--- config.mk ---
export PLATFORM = sky130hd
export DESIGN_NAME = tmr2_ctrl
export DESIGN_NICKNAME = d
export VERILOG_FILES = /design/src/common/tmr2_pkg.sv /design/src/common/tmr2_edge_if.sv /design/src/rtl/tmr2_ctrl.sv /design/src/rtl/tmr2_edge.sv
export SDC_FILE = /design/constraint.sdc
export NUM_CORES = 1
export LEC_CHECK = 0
export BUFFER_PORTS_ARGS = -buffer_cell sky130_fd_sc_hd__buf_2
export CAP_MARGIN = 20
export CORE_UTILIZATION = 45
export DETAILED_ROUTE_END_ITERATION = 8
export PLACE_DENSITY_LB_ADDON = 0.05
export SETUP_SLACK_MARGIN = 0.05
export SYNTH_ARGS = -nofsm -noshare
export SYNTH_HDL_FRONTEND = slang
export SYNTH_SLANG_ARGS = --single-unit
--- constraint.sdc ---
create_clock -name clk_sys -period 3.75 [get_ports clk_sys]
set_clock_uncertainty 0.15 [all_clocks]
set_input_delay 0.1875 -clock clk_sys [delete_from_list [all_inputs] [get_ports clk_sys]]
set_output_delay 0.1875 -clock clk_sys [all_outputs]
set_load 0.05 [all_outputs]
--- src/common/tmr2_pkg.sv ---
// ----------------------------------------------------------------------------
// Timer two control package
// ----------------------------------------------------------------------------
package tmr2_pkg;

    // ------------------------------------------------------------------------
    // Register addresses on the plain register port
    // ------------------------------------------------------------------------
    localparam logic [7:0] ADDR_CLOCK_CONTROL = 8'h8E;
    localparam logic [7:0] ADDR_CONTROL       = 8'hC8;
    localparam logic [7:0] ADDR_CAP_LOW       = 8'hCA;
    localparam logic [7:0] ADDR_CAP_HIGH      = 8'hCB;
    localparam logic [7:0] ADDR_CNT_LOW       = 8'hCC;
    localparam logic [7:0] ADDR_CNT_HIGH      = 8'hCD;

    // ------------------------------------------------------------------------
    // Field positions of the control register
    // ------------------------------------------------------------------------
    localparam int BIT_OVF_FLAG   = 7;
    localparam int BIT_EXT_FLAG   = 6;
    localparam int BIT_RX_SEL     = 5;
    localparam int BIT_TX_SEL     = 4;
    localparam int BIT_EXT_EN     = 3;
    localparam int BIT_RUN        = 2;
    localparam int BIT_CNT_SRC    = 1;
    localparam int BIT_CAP_SEL    = 0;
    // Clock-speed select sits in the clock control register.
    localparam int BIT_SPEED_SEL  = 5;

    // ------------------------------------------------------------------------
    // Reset values and counter limits
    // ------------------------------------------------------------------------
    localparam logic [7:0]  CONTROL_RESET = 8'h00;
    localparam logic [15:0] COUNT_RESET   = 16'h0000;
    localparam logic [15:0] COUNT_MAX     = 16'hFFFF;
    localparam logic [15:0] COUNT_ONE     = 16'h0001;
    localparam logic [7:0]  BYTE_ZERO     = 8'h00;

    // ------------------------------------------------------------------------
    // Prescaler terminal counts: divide by two, four and twelve
    // ------------------------------------------------------------------------
    localparam logic [3:0] PRE_RESET     = 4'h0;
    localparam logic [3:0] PRE_ONE       = 4'h1;
    localparam logic [3:0] PRE_LAST_BAUD = 4'h1;
    localparam logic [3:0] PRE_LAST_FAST = 4'h3;
    localparam logic [3:0] PRE_LAST_SLOW = 4'hB;

    // ------------------------------------------------------------------------
    // Baud divider and serial modes
    // ------------------------------------------------------------------------
    localparam logic [3:0] DIV16_RESET = 4'h0;
    localparam logic [3:0] DIV16_ONE   = 4'h1;
    localparam logic [3:0] DIV16_LAST  = 4'hF;
    localparam logic [1:0] UART_MODE1  = 2'h1;
    localparam logic [1:0] UART_MODE3  = 2'h3;

endpackage : tmr2_pkg

--- src/common/tmr2_edge_if.sv ---
`timescale 1ns/1ps
`default_nettype none
// ----------------------------------------------------------------------------
// Carrier between a pin and its falling-edge detector
// ----------------------------------------------------------------------------
interface tmr2_edge_if;
    logic pin;   // Raw level from outside the clock domain.
    logic fall;  // One-cycle pulse per falling edge.

    modport det (input pin, output fall);
    modport user (output pin, input fall);
endinterface : tmr2_edge_if
`default_nettype wire

--- src/rtl/tmr2_ctrl.sv ---
`timescale 1ns/1ps
`default_nettype none
module tmr2_ctrl
    import tmr2_pkg::*;
(
    // Clock and reset
    input  wire logic       clk_sys,
    input  wire logic       rstn,
    // Register port
    input  wire logic [7:0] reg_addr,
    input  wire logic [7:0] reg_wdata,
    input  wire logic       reg_wr,
    input  wire logic       reg_rd,
    output logic      [7:0] reg_rdata,
    // External pins
    input  wire logic       external_count_pin,
    input  wire logic       trigger_pin,
    // Serial port and interrupt system
    input  wire logic       timer1_overflow,
    input  wire logic [1:0] serial_mode,
    input  wire logic       timer_irq_enable,
    output logic            timer_irq,
    output logic            overflow_pulse,
    output logic            uart_rx_clk,
    output logic            uart_tx_clk
);

    // ------------------------------------------------------------------------
    // Reset release
    // ------------------------------------------------------------------------
    logic [1:0] rst_sync_q;
    logic       rst_n;

    // Assertion of reset is immediate, release is clocked through two flops.
    always_ff @(posedge clk_sys or negedge rstn) begin
        if (!rstn) begin
            rst_sync_q <= 2'b00;
        end else begin
            rst_sync_q <= {rst_sync_q[0], 1'b1};
        end
    end
    assign rst_n = rst_sync_q[1];

    // ------------------------------------------------------------------------
    // Pin edge detectors
    // ------------------------------------------------------------------------
    tmr2_edge_if cnt_if ();
    tmr2_edge_if trg_if ();

    assign cnt_if.pin = external_count_pin;
    assign trg_if.pin = trigger_pin;

    tmr2_edge u_cnt_edge (
        .clk_sys (clk_sys),
        .rst_n   (rst_n),
        .edge_if (cnt_if)
    );

    tmr2_edge u_trg_edge (
        .clk_sys (clk_sys),
        .rst_n   (rst_n),
        .edge_if (trg_if)
    );

    // ------------------------------------------------------------------------
    // State
    // ------------------------------------------------------------------------
    logic [7:0]  ctl_q;
    logic [7:0]  ctl_d;
    logic        speed_q;
    logic [15:0] cnt_q;
    logic [15:0] cnt_d;
    logic [15:0] cap_q;
    logic [15:0] cap_d;
    logic [3:0]  pre_q;
    logic [3:0]  div_q;
    logic        rx_clk_q;
    logic        tx_clk_q;
    logic        ovf_pulse_q;
    logic [7:0]  rdata_q;

    // ------------------------------------------------------------------------
    // Register decode
    // ------------------------------------------------------------------------
    wire wr_ctl    = reg_wr && (reg_addr == ADDR_CONTROL);
    wire wr_ckc    = reg_wr && (reg_addr == ADDR_CLOCK_CONTROL);
    wire wr_cap_lo = reg_wr && (reg_addr == ADDR_CAP_LOW);
    wire wr_cap_hi = reg_wr && (reg_addr == ADDR_CAP_HIGH);
    wire wr_cnt_lo = reg_wr && (reg_addr == ADDR_CNT_LOW);
    wire wr_cnt_hi = reg_wr && (reg_addr == ADDR_CNT_HIGH);
    wire wr_cnt    = wr_cnt_lo || wr_cnt_hi;
    wire wr_cap    = wr_cap_lo || wr_cap_hi;

    // Control fields.
    wire ovf_flag  = ctl_q[BIT_OVF_FLAG];
    wire ext_flag  = ctl_q[BIT_EXT_FLAG];
    wire rx_sel    = ctl_q[BIT_RX_SEL];
    wire tx_sel    = ctl_q[BIT_TX_SEL];
    wire ext_en    = ctl_q[BIT_EXT_EN];
    wire run       = ctl_q[BIT_RUN];
    wire cnt_src   = ctl_q[BIT_CNT_SRC];
    wire cap_sel   = ctl_q[BIT_CAP_SEL];
    wire baud_mode = rx_sel || tx_sel;

    // ------------------------------------------------------------------------
    // Prescaler
    // ------------------------------------------------------------------------
    // Baud operation overrides the speed select, which would otherwise pick
    // four or twelve clocks per increment.
    wire [3:0] pre_last = baud_mode ? PRE_LAST_BAUD :
                          (speed_q ? PRE_LAST_FAST : PRE_LAST_SLOW);
    // A compare of at least the terminal keeps a mode change from overrunning.
    wire       pre_tick = (pre_q >= pre_last);

    // The prescaler runs freely so a restart does not shift the count phase.
    always_ff @(posedge clk_sys or negedge rst_n) begin
        if (!rst_n) begin
            pre_q <= PRE_RESET;
        end else begin
            pre_q <= pre_tick ? PRE_RESET : pre_q + PRE_ONE;
        end
    end

    // ------------------------------------------------------------------------
    // Count events, overflow and trigger
    // ------------------------------------------------------------------------
    wire count_pulse = cnt_src ? cnt_if.fall : pre_tick;
    wire inc         = run && count_pulse;
    wire ovf_evt     = inc && (cnt_q == COUNT_MAX);
    wire ovf_reload  = ovf_evt && (baud_mode || !cap_sel);
    wire ext_evt     = trg_if.fall && ext_en && !baud_mode;
    wire ext_capture = ext_evt && cap_sel;
    wire ext_reload  = ext_evt && !cap_sel;
    wire ovf_set     = ovf_evt && !baud_mode;

    // ------------------------------------------------------------------------
    // Control register next value
    // ------------------------------------------------------------------------
    // Hardware sets win over a software clear in the same cycle; a written
    // one simply sets the flag, which is how software forces an interrupt.
    always_comb begin
        ctl_d = wr_ctl ? reg_wdata : ctl_q;
        ctl_d[BIT_OVF_FLAG] = ovf_set ||
            (wr_ctl ? reg_wdata[BIT_OVF_FLAG] : ovf_flag);
        ctl_d[BIT_EXT_FLAG] = ext_evt ||
            (wr_ctl ? reg_wdata[BIT_EXT_FLAG] : ext_flag);
    end

    // ------------------------------------------------------------------------
    // Counter and capture pair next values
    // ------------------------------------------------------------------------
    // A software write to a counter byte beats a hardware reload or count in
    // the same cycle, so a preset value is never lost.
    always_comb begin
        cnt_d = cnt_q;
        if (ovf_reload || ext_reload) begin
            cnt_d = cap_q;
        end else if (inc) begin
            cnt_d = cnt_q + COUNT_ONE;
        end
        if (wr_cnt_lo) begin
            cnt_d[7:0] = reg_wdata;
        end
        if (wr_cnt_hi) begin
            cnt_d[15:8] = reg_wdata;
        end
    end

    always_comb begin
        cap_d = cap_q;
        if (ext_capture) begin
            cap_d = cnt_q;
        end
        if (wr_cap_lo) begin
            cap_d[7:0] = reg_wdata;
        end
        if (wr_cap_hi) begin
            cap_d[15:8] = reg_wdata;
        end
    end

    // Register file storage.
    always_ff @(posedge clk_sys or negedge rst_n) begin
        if (!rst_n) begin
            ctl_q   <= CONTROL_RESET;
            speed_q <= 1'b0;
            cnt_q   <= COUNT_RESET;
            cap_q   <= COUNT_RESET;
        end else begin
            ctl_q   <= ctl_d;
            speed_q <= wr_ckc ? reg_wdata[BIT_SPEED_SEL] : speed_q;
            cnt_q   <= cnt_d;
            cap_q   <= cap_d;
        end
    end

    // ------------------------------------------------------------------------
    // Baud divider and serial clocks
    // ------------------------------------------------------------------------
    wire uart_13   = (serial_mode == UART_MODE1) || (serial_mode == UART_MODE3);
    wire baud_tick = ovf_evt && baud_mode && (div_q == DIV16_LAST);
    wire rx_src    = (rx_sel && uart_13) ? baud_tick : timer1_overflow;
    wire tx_src    = (tx_sel && uart_13) ? baud_tick : timer1_overflow;

    // The divider only advances on baud overflows; it is not cleared on mode
    // entry, so the first serial clock may come early by up to fifteen wraps.
    always_ff @(posedge clk_sys or negedge rst_n) begin
        if (!rst_n) begin
            div_q       <= DIV16_RESET;
            rx_clk_q    <= 1'b0;
            tx_clk_q    <= 1'b0;
            ovf_pulse_q <= 1'b0;
        end else begin
            div_q       <= (ovf_evt && baud_mode) ? div_q + DIV16_ONE : div_q;
            rx_clk_q    <= rx_src;
            tx_clk_q    <= tx_src;
            ovf_pulse_q <= ovf_evt;
        end
    end

    // ------------------------------------------------------------------------
    // Read port and outputs
    // ------------------------------------------------------------------------
    wire [7:0] rd_mux =
        (reg_addr == ADDR_CONTROL)       ? ctl_q :
        (reg_addr == ADDR_CLOCK_CONTROL) ? ({7'h00, speed_q} << BIT_SPEED_SEL) :
        (reg_addr == ADDR_CAP_LOW)       ? cap_q[7:0] :
        (reg_addr == ADDR_CAP_HIGH)      ? cap_q[15:8] :
        (reg_addr == ADDR_CNT_LOW)       ? cnt_q[7:0] :
        (reg_addr == ADDR_CNT_HIGH)      ? cnt_q[15:8] : BYTE_ZERO;

    // Read data stands only in the cycle after the strobe, zero otherwise.
    always_ff @(posedge clk_sys or negedge rst_n) begin
        if (!rst_n) begin
            rdata_q <= BYTE_ZERO;
        end else begin
            rdata_q <= reg_rd ? rd_mux : BYTE_ZERO;
        end
    end

    assign reg_rdata      = rdata_q;
    assign timer_irq      = timer_irq_enable && (ovf_flag || ext_flag);
    assign overflow_pulse = ovf_pulse_q;
    assign uart_rx_clk    = rx_clk_q;
    assign uart_tx_clk    = tx_clk_q;
endmodule : tmr2_ctrl
`default_nettype wire

--- src/rtl/tmr2_edge.sv ---
`timescale 1ns/1ps
`default_nettype none
// ----------------------------------------------------------------------------
// Pin synchroniser with falling-edge detector
// ----------------------------------------------------------------------------
module tmr2_edge (
    // Clock and reset
    input wire logic   clk_sys,
    input wire logic   rst_n,
    // Pin and event
    tmr2_edge_if.det   edge_if
);
    logic meta_q;
    logic sync_q;
    logic prev_q;

    // Two flops bring the pin in; a third holds the previous clean sample.
    always_ff @(posedge clk_sys or negedge rst_n) begin
        if (!rst_n) begin
            meta_q <= 1'b1;
            sync_q <= 1'b1;
            prev_q <= 1'b1;
        end else begin
            meta_q <= edge_if.pin;
            sync_q <= meta_q;
            prev_q <= sync_q;
        end
    end

    // Only clean samples are compared, so each edge gives one pulse.
    assign edge_if.fall = prev_q & ~sync_q;

endmodule : tmr2_edge
`default_nettype wire

* Word level (Yosys, flattened, before mapping)
Index checks and enable logic that the tools add are counted.
Cells by class: $add $sub $neg 3, order comparisons 1, equal/unequal tests 10, multiplexer cells 22, bitwise gates (word level) 4, reductions and logical operators 32
Operator list (count):
- 8-bit two-way mux | 11
- 8-bit equality test (second input constant) | 6
- 16-bit two-way mux | 3
- 1-bit logical AND | 19
- 16-bit by 1-bit adder with 16-bit output (second input constant) | 1
- 16-bit equality test (second input constant) | 1
- 4-bit two-way mux | 3
- 4-bit by 1-bit adder with 4-bit output (second input constant) | 2
- 1-bit logical OR | 7
- 3-bit nonzero test | 2
- 1-bit two-way mux | 5
- 4-bit equality test (second input constant) | 1
- 4-bit >= comparator | 1
- 2-bit nonzero test | 2
- 1-bit AND | 2
- 2-bit by 1-bit equality test with 1-bit output (second input constant) | 1
- 2-bit equality test (second input constant) | 1
- 1-bit logical NOT | 2
- 1-bit inverter | 2
Storage, ports and cells: bits in registers 68, output and inout bits 12, word-level logic and storage cells 92

* Longest topological paths before layout
word-level depth 10, depth in mapped cells 10

* Hierarchy
From an unflattened synthesis, not the netlist that was laid out.
Second synthesis, totals: cells, all modules 376, area, all modules 3677.3 sq um
By module, submodules not included:
- tmr2_ctrl | times used 1, cells each 368, area each 3492.1 sq um
- tmr2_edge | times used 2, cells each 4, area each 92.6 sq um

* Worst setup path after synthesis
OpenSTA, ideal clock, no wires.
kind reg-to-reg, start point register ctl_q[5], end point register cnt_q[6], arrival 2.286 ns, data required time 3.520 ns, path slack 1.233 ns, cell stages (with the launch flop) 10, buffers on the path 1, period minus slack after synthesis 2.517 ns, cells stage by stage dfrtp_1 > nor2_1 > nand2_1 > ha_1 > o21bai_1 > a21boi_0 > clkbuf_1 > a21oi_2 > or4b_1 > o211ai_2
On the way: cells in the longest elaborated chain, start to end 10, elaborated cells between the ends (all ways) 15, those cells by class order compare: 1; mux: 4; reduce/logical: 10
Ends and longest elaborated chain:
- start: declaration | RTL line tmr2_ctrl.sv:68 | logic [7:0] ctl_q;
- start signal: assignment | RTL line tmr2_ctrl.sv:190 | ctl_q <= ctl_d;
- 1-bit logical OR * | RTL line tmr2_ctrl.sv:103 | wire baud_mode = rx_sel || tx_sel;
- 4-bit two-way mux | RTL line tmr2_ctrl.sv:110 | wire [3:0] pre_last = baud_mode ? PRE_LAST_BAUD :
- 4-bit >= comparator | RTL line tmr2_ctrl.sv:113 | wire pre_tick = (pre_q >= pre_last);
- 1-bit two-way mux | RTL line tmr2_ctrl.sv:127 | wire count_pulse = cnt_src ? cnt_if.fall : pre_tick;
- 1-bit logical AND | RTL line tmr2_ctrl.sv:128 | wire inc = run && count_pulse;
- 1-bit logical AND | RTL line tmr2_ctrl.sv:129 | wire ovf_evt = inc && (cnt_q == COUNT_MAX);
- 1-bit logical AND | RTL line tmr2_ctrl.sv:130 | wire ovf_reload = ovf_evt && (baud_mode || !cap_sel);
- 1-bit logical OR | RTL line tmr2_ctrl.sv:156 | if (ovf_reload || ext_reload) begin
- 16-bit two-way mux | RTL line tmr2_ctrl.sv:156
- 8-bit two-way mux | RTL line tmr2_ctrl.sv:161 | if (wr_cnt_lo) begin
- end signal: assignment | RTL line tmr2_ctrl.sv:192 | cnt_q <= cnt_d;
- end: declaration | RTL line tmr2_ctrl.sv:71 | logic [15:0] cnt_q;
Mark *: on every way between the ends. The rest lies on a longest branch, timed or not. A chain may end at the register's enable or synchronous reset.

* Worst setup path after layout
start point register ctl_q[5], end point register tx_clk_q, in the netlist uart_tx_clk
On the way: cells in the longest elaborated chain, start to end 9
Ends and longest elaborated chain:
- 1-bit logical OR * | RTL line tmr2_ctrl.sv:103
- 4-bit two-way mux | RTL line tmr2_ctrl.sv:110
- 4-bit >= comparator | RTL line tmr2_ctrl.sv:113
- 1-bit two-way mux | RTL line tmr2_ctrl.sv:127
- 1-bit logical AND | RTL line tmr2_ctrl.sv:128
- 1-bit logical AND | RTL line tmr2_ctrl.sv:129
- 1-bit logical AND * (2 in series) | RTL line tmr2_ctrl.sv:201 | wire baud_tick = ovf_evt && baud_mode && (div_q == DIV16_LAST);
- 1-bit two-way mux * | RTL line tmr2_ctrl.sv:203 | wire tx_src = (tx_sel && uart_13) ? baud_tick : timer1_overflow;
- named net tx_src | RTL line tmr2_ctrl.sv:203
- end signal: assignment | RTL line tmr2_ctrl.sv:216 | tx_clk_q <= tx_src;
- end: declaration | RTL line tmr2_ctrl.sv:78 | logic tx_clk_q;
The timed path passes the listed nets; every way through them passes the cells marked *.

==> run_results.csv <==
group,metric,value,unit
clock_network,htreeDepth,3,
worst_setup_path,critical_path.startpoint_type,"flip-flop",
floorplanning,rows,32,
placement,place.gp.congestion,0.8880,
layout,layout-drive-gt1-share,21.65,%
worst_setup_path,cp_slowest_cell,"dlygate4sd3_1",
hold_path,hp-class,"input port to flip-flop",
sta,layout_min_cycle_time,3.337,ns
sta,worstMarginPinSlew,1.032,ns
layout,fillerInstances,708,
clock_network,clk_pin_slew,0.08,ns
power,seqPwrFrac,47.5,%
synth,syn-num-nets,401,
placement,hpwl,7276,µm
power,p_per_area,467.3,nW/µm²
sta,setup_viol,0,
route,firstDrtPassIters,5,
floorplanning,start_util,47.46,%
layout,nNetsFinal,450,
layout,multi_input_area,1889,µm²
power,p_int,0.001400,W
route,wire_per_inst,19.45,µm
synth,ys_ff_latch,68,
power,clock_power_share,33.8,%
worst_setup_path,cpPeakStageDelay,0.58,ns
layout,area_growth_syn_to_layout,16.90,%
global_route,grt_pass1_vias,3067,
floorplanning,die_x,92.98,µm
sta,setup_ws,0.4125,ns
sta,drv_slew,0,
synth,avgSynthCellArea,10.04,µm²
synth,yosys_warnings,0,
layout,final_cells,527,
route,drc_errors,0,
sta,rsz0062_at_grt,"false",
sta,hold_violations,1,
worst_setup_path,endpoint_kind,"flip-flop",
global_route,track_usage,25.38,%
synth,ys_seq_area_share,45.89,%
clock_network,post_cts_resize_count,0,
placement,pre_cts_ws,0.8165,ns
route,ant_nets,0,
layout,seqCellArea,1710,µm²
floorplanning,io_pins,38,
outcome,outcome,"complete, but fails checks",
clock_network,numCtsBuffers,9,
placement,place_area,4029,µm²
route,dr.first_iter.drc_count,207,
layout,diodes,0,
global_route,grt.overflow.total,0,
power,swShare,31.19,%
clock_network,cts_tree,"yes",
power,share_comb_of_total_power,18.6,%
power,p_sw,0.0006346,W
sta,period_share,89.00,%
clock_network,postCtsSetupBuffers,0,
route,vias,3193,
layout,fin_area,4354,µm²
clock_network,clk_latency,0.36,ns
clock_network,root_buffer,"clkbuf_8",
synth,async_flop_share,100.0,%
clock_network,cts_hold_buf,10,
synth,synth_edf_count,0,
worst_setup_path,crit_path_cell_trace,"nor2_1 -> nand2_1 -> ha_1 -> o21bai_1 -> a21boi_0 -> and2_1 -> nand4_1 -> o21ai_0 -> dlygate4sd3_1",
floorplanning,core_area,7848,µm²
outcome,violations,"hold timing",
route,wirelength,10250,µm
synth,syn_inst,371,
sta,whs,-0.001495,ns
worst_setup_path,arrival,3.49,ns
route,post_drt_via_cell_ratio,6.059,
clock_network,cts_buffer_depth,2,
sta,slew_headroom,31.04,%
synth,synth_cell_types,59,
floorplanning,dieArea,8645,µm²
global_route,antenna_found_initial,0,
placement,portBuffers,36,
synth,synth_area,3725,µm²
placement,place_inst,501,
flow_run,max_cap_violations,0,
clock_network,clkSinkCount,68,
worst_setup_path,crit_type,"flip-flop to flip-flop",
global_route,grt_max_degree,31,
floorplanning,die_h,92.98,µm
worst_setup_path,critPathRequiredTime,3.90,ns
power,p_leak,1.960,nW
synth,synth_ff_type,"dfrtp_1",
worst_setup_path,crit_fanout,10,
sta,fmaxAchievable,0.2996,GHz
sta,fin_setup_tns,0,ns
power,peakVddDrop,0.3136,mV
global_route,grt_pass1_wl,16480,µm
-- cell families (layout without fill, tap and decap cells) --
family | Yosys count | after routing | synth area share [%]
fa+ha+maj | 4 | 4 | 1.344
buf+inv | 27 | 81 | 3.393
other cells | 1 | 1 | 0.1007
compound gates | 91 | 91 | 18.64
simple gates | 138 | 138 | 19.68
mux | 24 | 24 | 6.718
xor+xnor | 18 | 18 | 4.232
flops | 68 | 68 | 45.89
-- worst max-delay path, delay by kind of cell, from the launching register on --
| kind | cells | cell delay [ns] |
|---|---|---|
| simple gates | 4 | 0.98 |
| flops | 1 | 0.48 |
| buf+inv | 1 | 0.58 |
| fa+ha+maj | 1 | 0.29 |
| compound gates | 3 | 0.80 |
-- stage by stage --
step	total power (W)	utilization, %
2_1_floorplan	0.001227	-
3_3_place_gp	0.001334	51.08
3_5_place_dp	0.001346	51.34
4_1_cts	0.002043	55.48
5_1_grt	0.002136	55.48
6_report	0.002035	55.48
-- synthesized netlist by cell type (3+ instances only) --
master / count / share of area, %
nand2_1: 33 / 3.3
nand4_1: 12 / 2.0
a22oi_1: 10 / 2.0
xnor2_1: 6 / 1.4
a221oi_2: 4 / 1.6
and3_1: 10 / 1.7
and4_1: 3 / 0.71
nand2b_1: 3 / 0.50
o21ai_0: 3 / 0.40
a222oi_1: 5 / 1.3
nor3_1: 8 / 1.1
nand4b_1: 3 / 0.71
xor2_1: 12 / 2.8
ha_1: 4 / 1.3
a21oi_1: 23 / 3.1
nand3_1: 12 / 1.6
inv_1: 9 / 0.91
mux2i_1: 16 / 4.3
mux2_2: 8 / 2.4
nor2_1: 34 / 3.4
dfstp_2: 6 / 4.2
o2bb2ai_1: 5 / 1.2
o211ai_1: 13 / 2.6
buf_6: 3 / 0.91
and2_1: 5 / 0.84
dfrtp_1: 62 / 42
a211oi_1: 3 / 0.60
clkbuf_1: 13 / 1.3
-- metal layers --
layer	global-route usage, %	vias to the layer above	routed length, µm
li1	-	1489	-
met1	34.96	1566	4664
met2	39.34	120	4759
met3	4.553	18	602
met4	10.64	0	224
met5	0	-	0
-- registers in the layout, summed over array words and instances (netlist names) --
signal	count
overflow_pulse	1
rst_sync_q	2
pre_q	4
u_trg_edge.meta_q	1
ctl_q	8
uart_rx_clk	1
cnt_q	16
u_trg_edge.sync_q	1
uart_tx_clk	1
speed_q	1
u_trg_edge.prev_q	1
u_cnt_edge.prev_q	1
reg_rdata	8
u_cnt_edge.sync_q	1
u_cnt_edge.meta_q	1
cap_q	16
div_q	4
-- power by group through the flow --
stage | Sequential [W] | Combinational, W | Clock (W)
CTS | 0.000964 | 0.000380 | 0.000700
finish | 0.000967 | 0.000379 | 0.000688
detailed placement | 0.000977 | 0.000369 | 0
floorplan | 0.000942 | 0.000285 | 0
global route | 0.000983 | 0.000423 | 0.000729
global placement | 0.000983 | 0.000351 | 0
-- cell type report --
class | count | share of cell area (%)
clock buffers | 10 | 3.161
clock inverters | 6 | 2.011
inverters | 9 | 0.7759
multi-input cells | 276 | 43.39
flip-flops and latches | 68 | 39.28
well taps | 102 | 2.931
repair buffers | 56 | 8.448
-- worst paths after layout --
kind | start | end | slack (ns) | cells after the start
setup / recovery | ctl_q[5]$_DFFE_PN0P_ | uart_tx_clk$_DFF_PN0_ | 0.41 | 9
hold / removal | reg_wdata[1] | cnt_q[1]$_DFFE_PN0P_ | -0.001 | 3
setup reg to reg | ctl_q[5]$_DFFE_PN0P_ | uart_tx_clk$_DFF_PN0_ | 0.41 | 9
hold reg to reg | rst_sync_q[1]$_DFF_PN0_ | ctl_q[2]$_DFFE_PN0P_ | 0.08 | 0
max in group asynchronous | rst_sync_q[1]$_DFF_PN0_ | cnt_q[4]$_DFFE_PN0P_ | 2.54 | 2
min in group asynchronous | rst_sync_q[1]$_DFF_PN0_ | ctl_q[2]$_DFFE_PN0P_ | 0.08 | 0
-- cell usage in the layout (no fill, tap or decap), types with 8 or more instances in the layout --
cell type,count
nor3_1,8
a21oi_1,23
o211ai_1,13
inv_1,9
dlygate4sd3_1,10
dfrtp_1,61
mux2i_1,16
nand3_1,12
buf_2,36
mux2_2,8
xor2_1,12
a22oi_1,10
clkbuf_8,10
and3_1,10
nand4_1,12
nand2_1,33
buf_4,9
nor2_1,34
No activity file was read; power rests on OpenSTA's default activity.
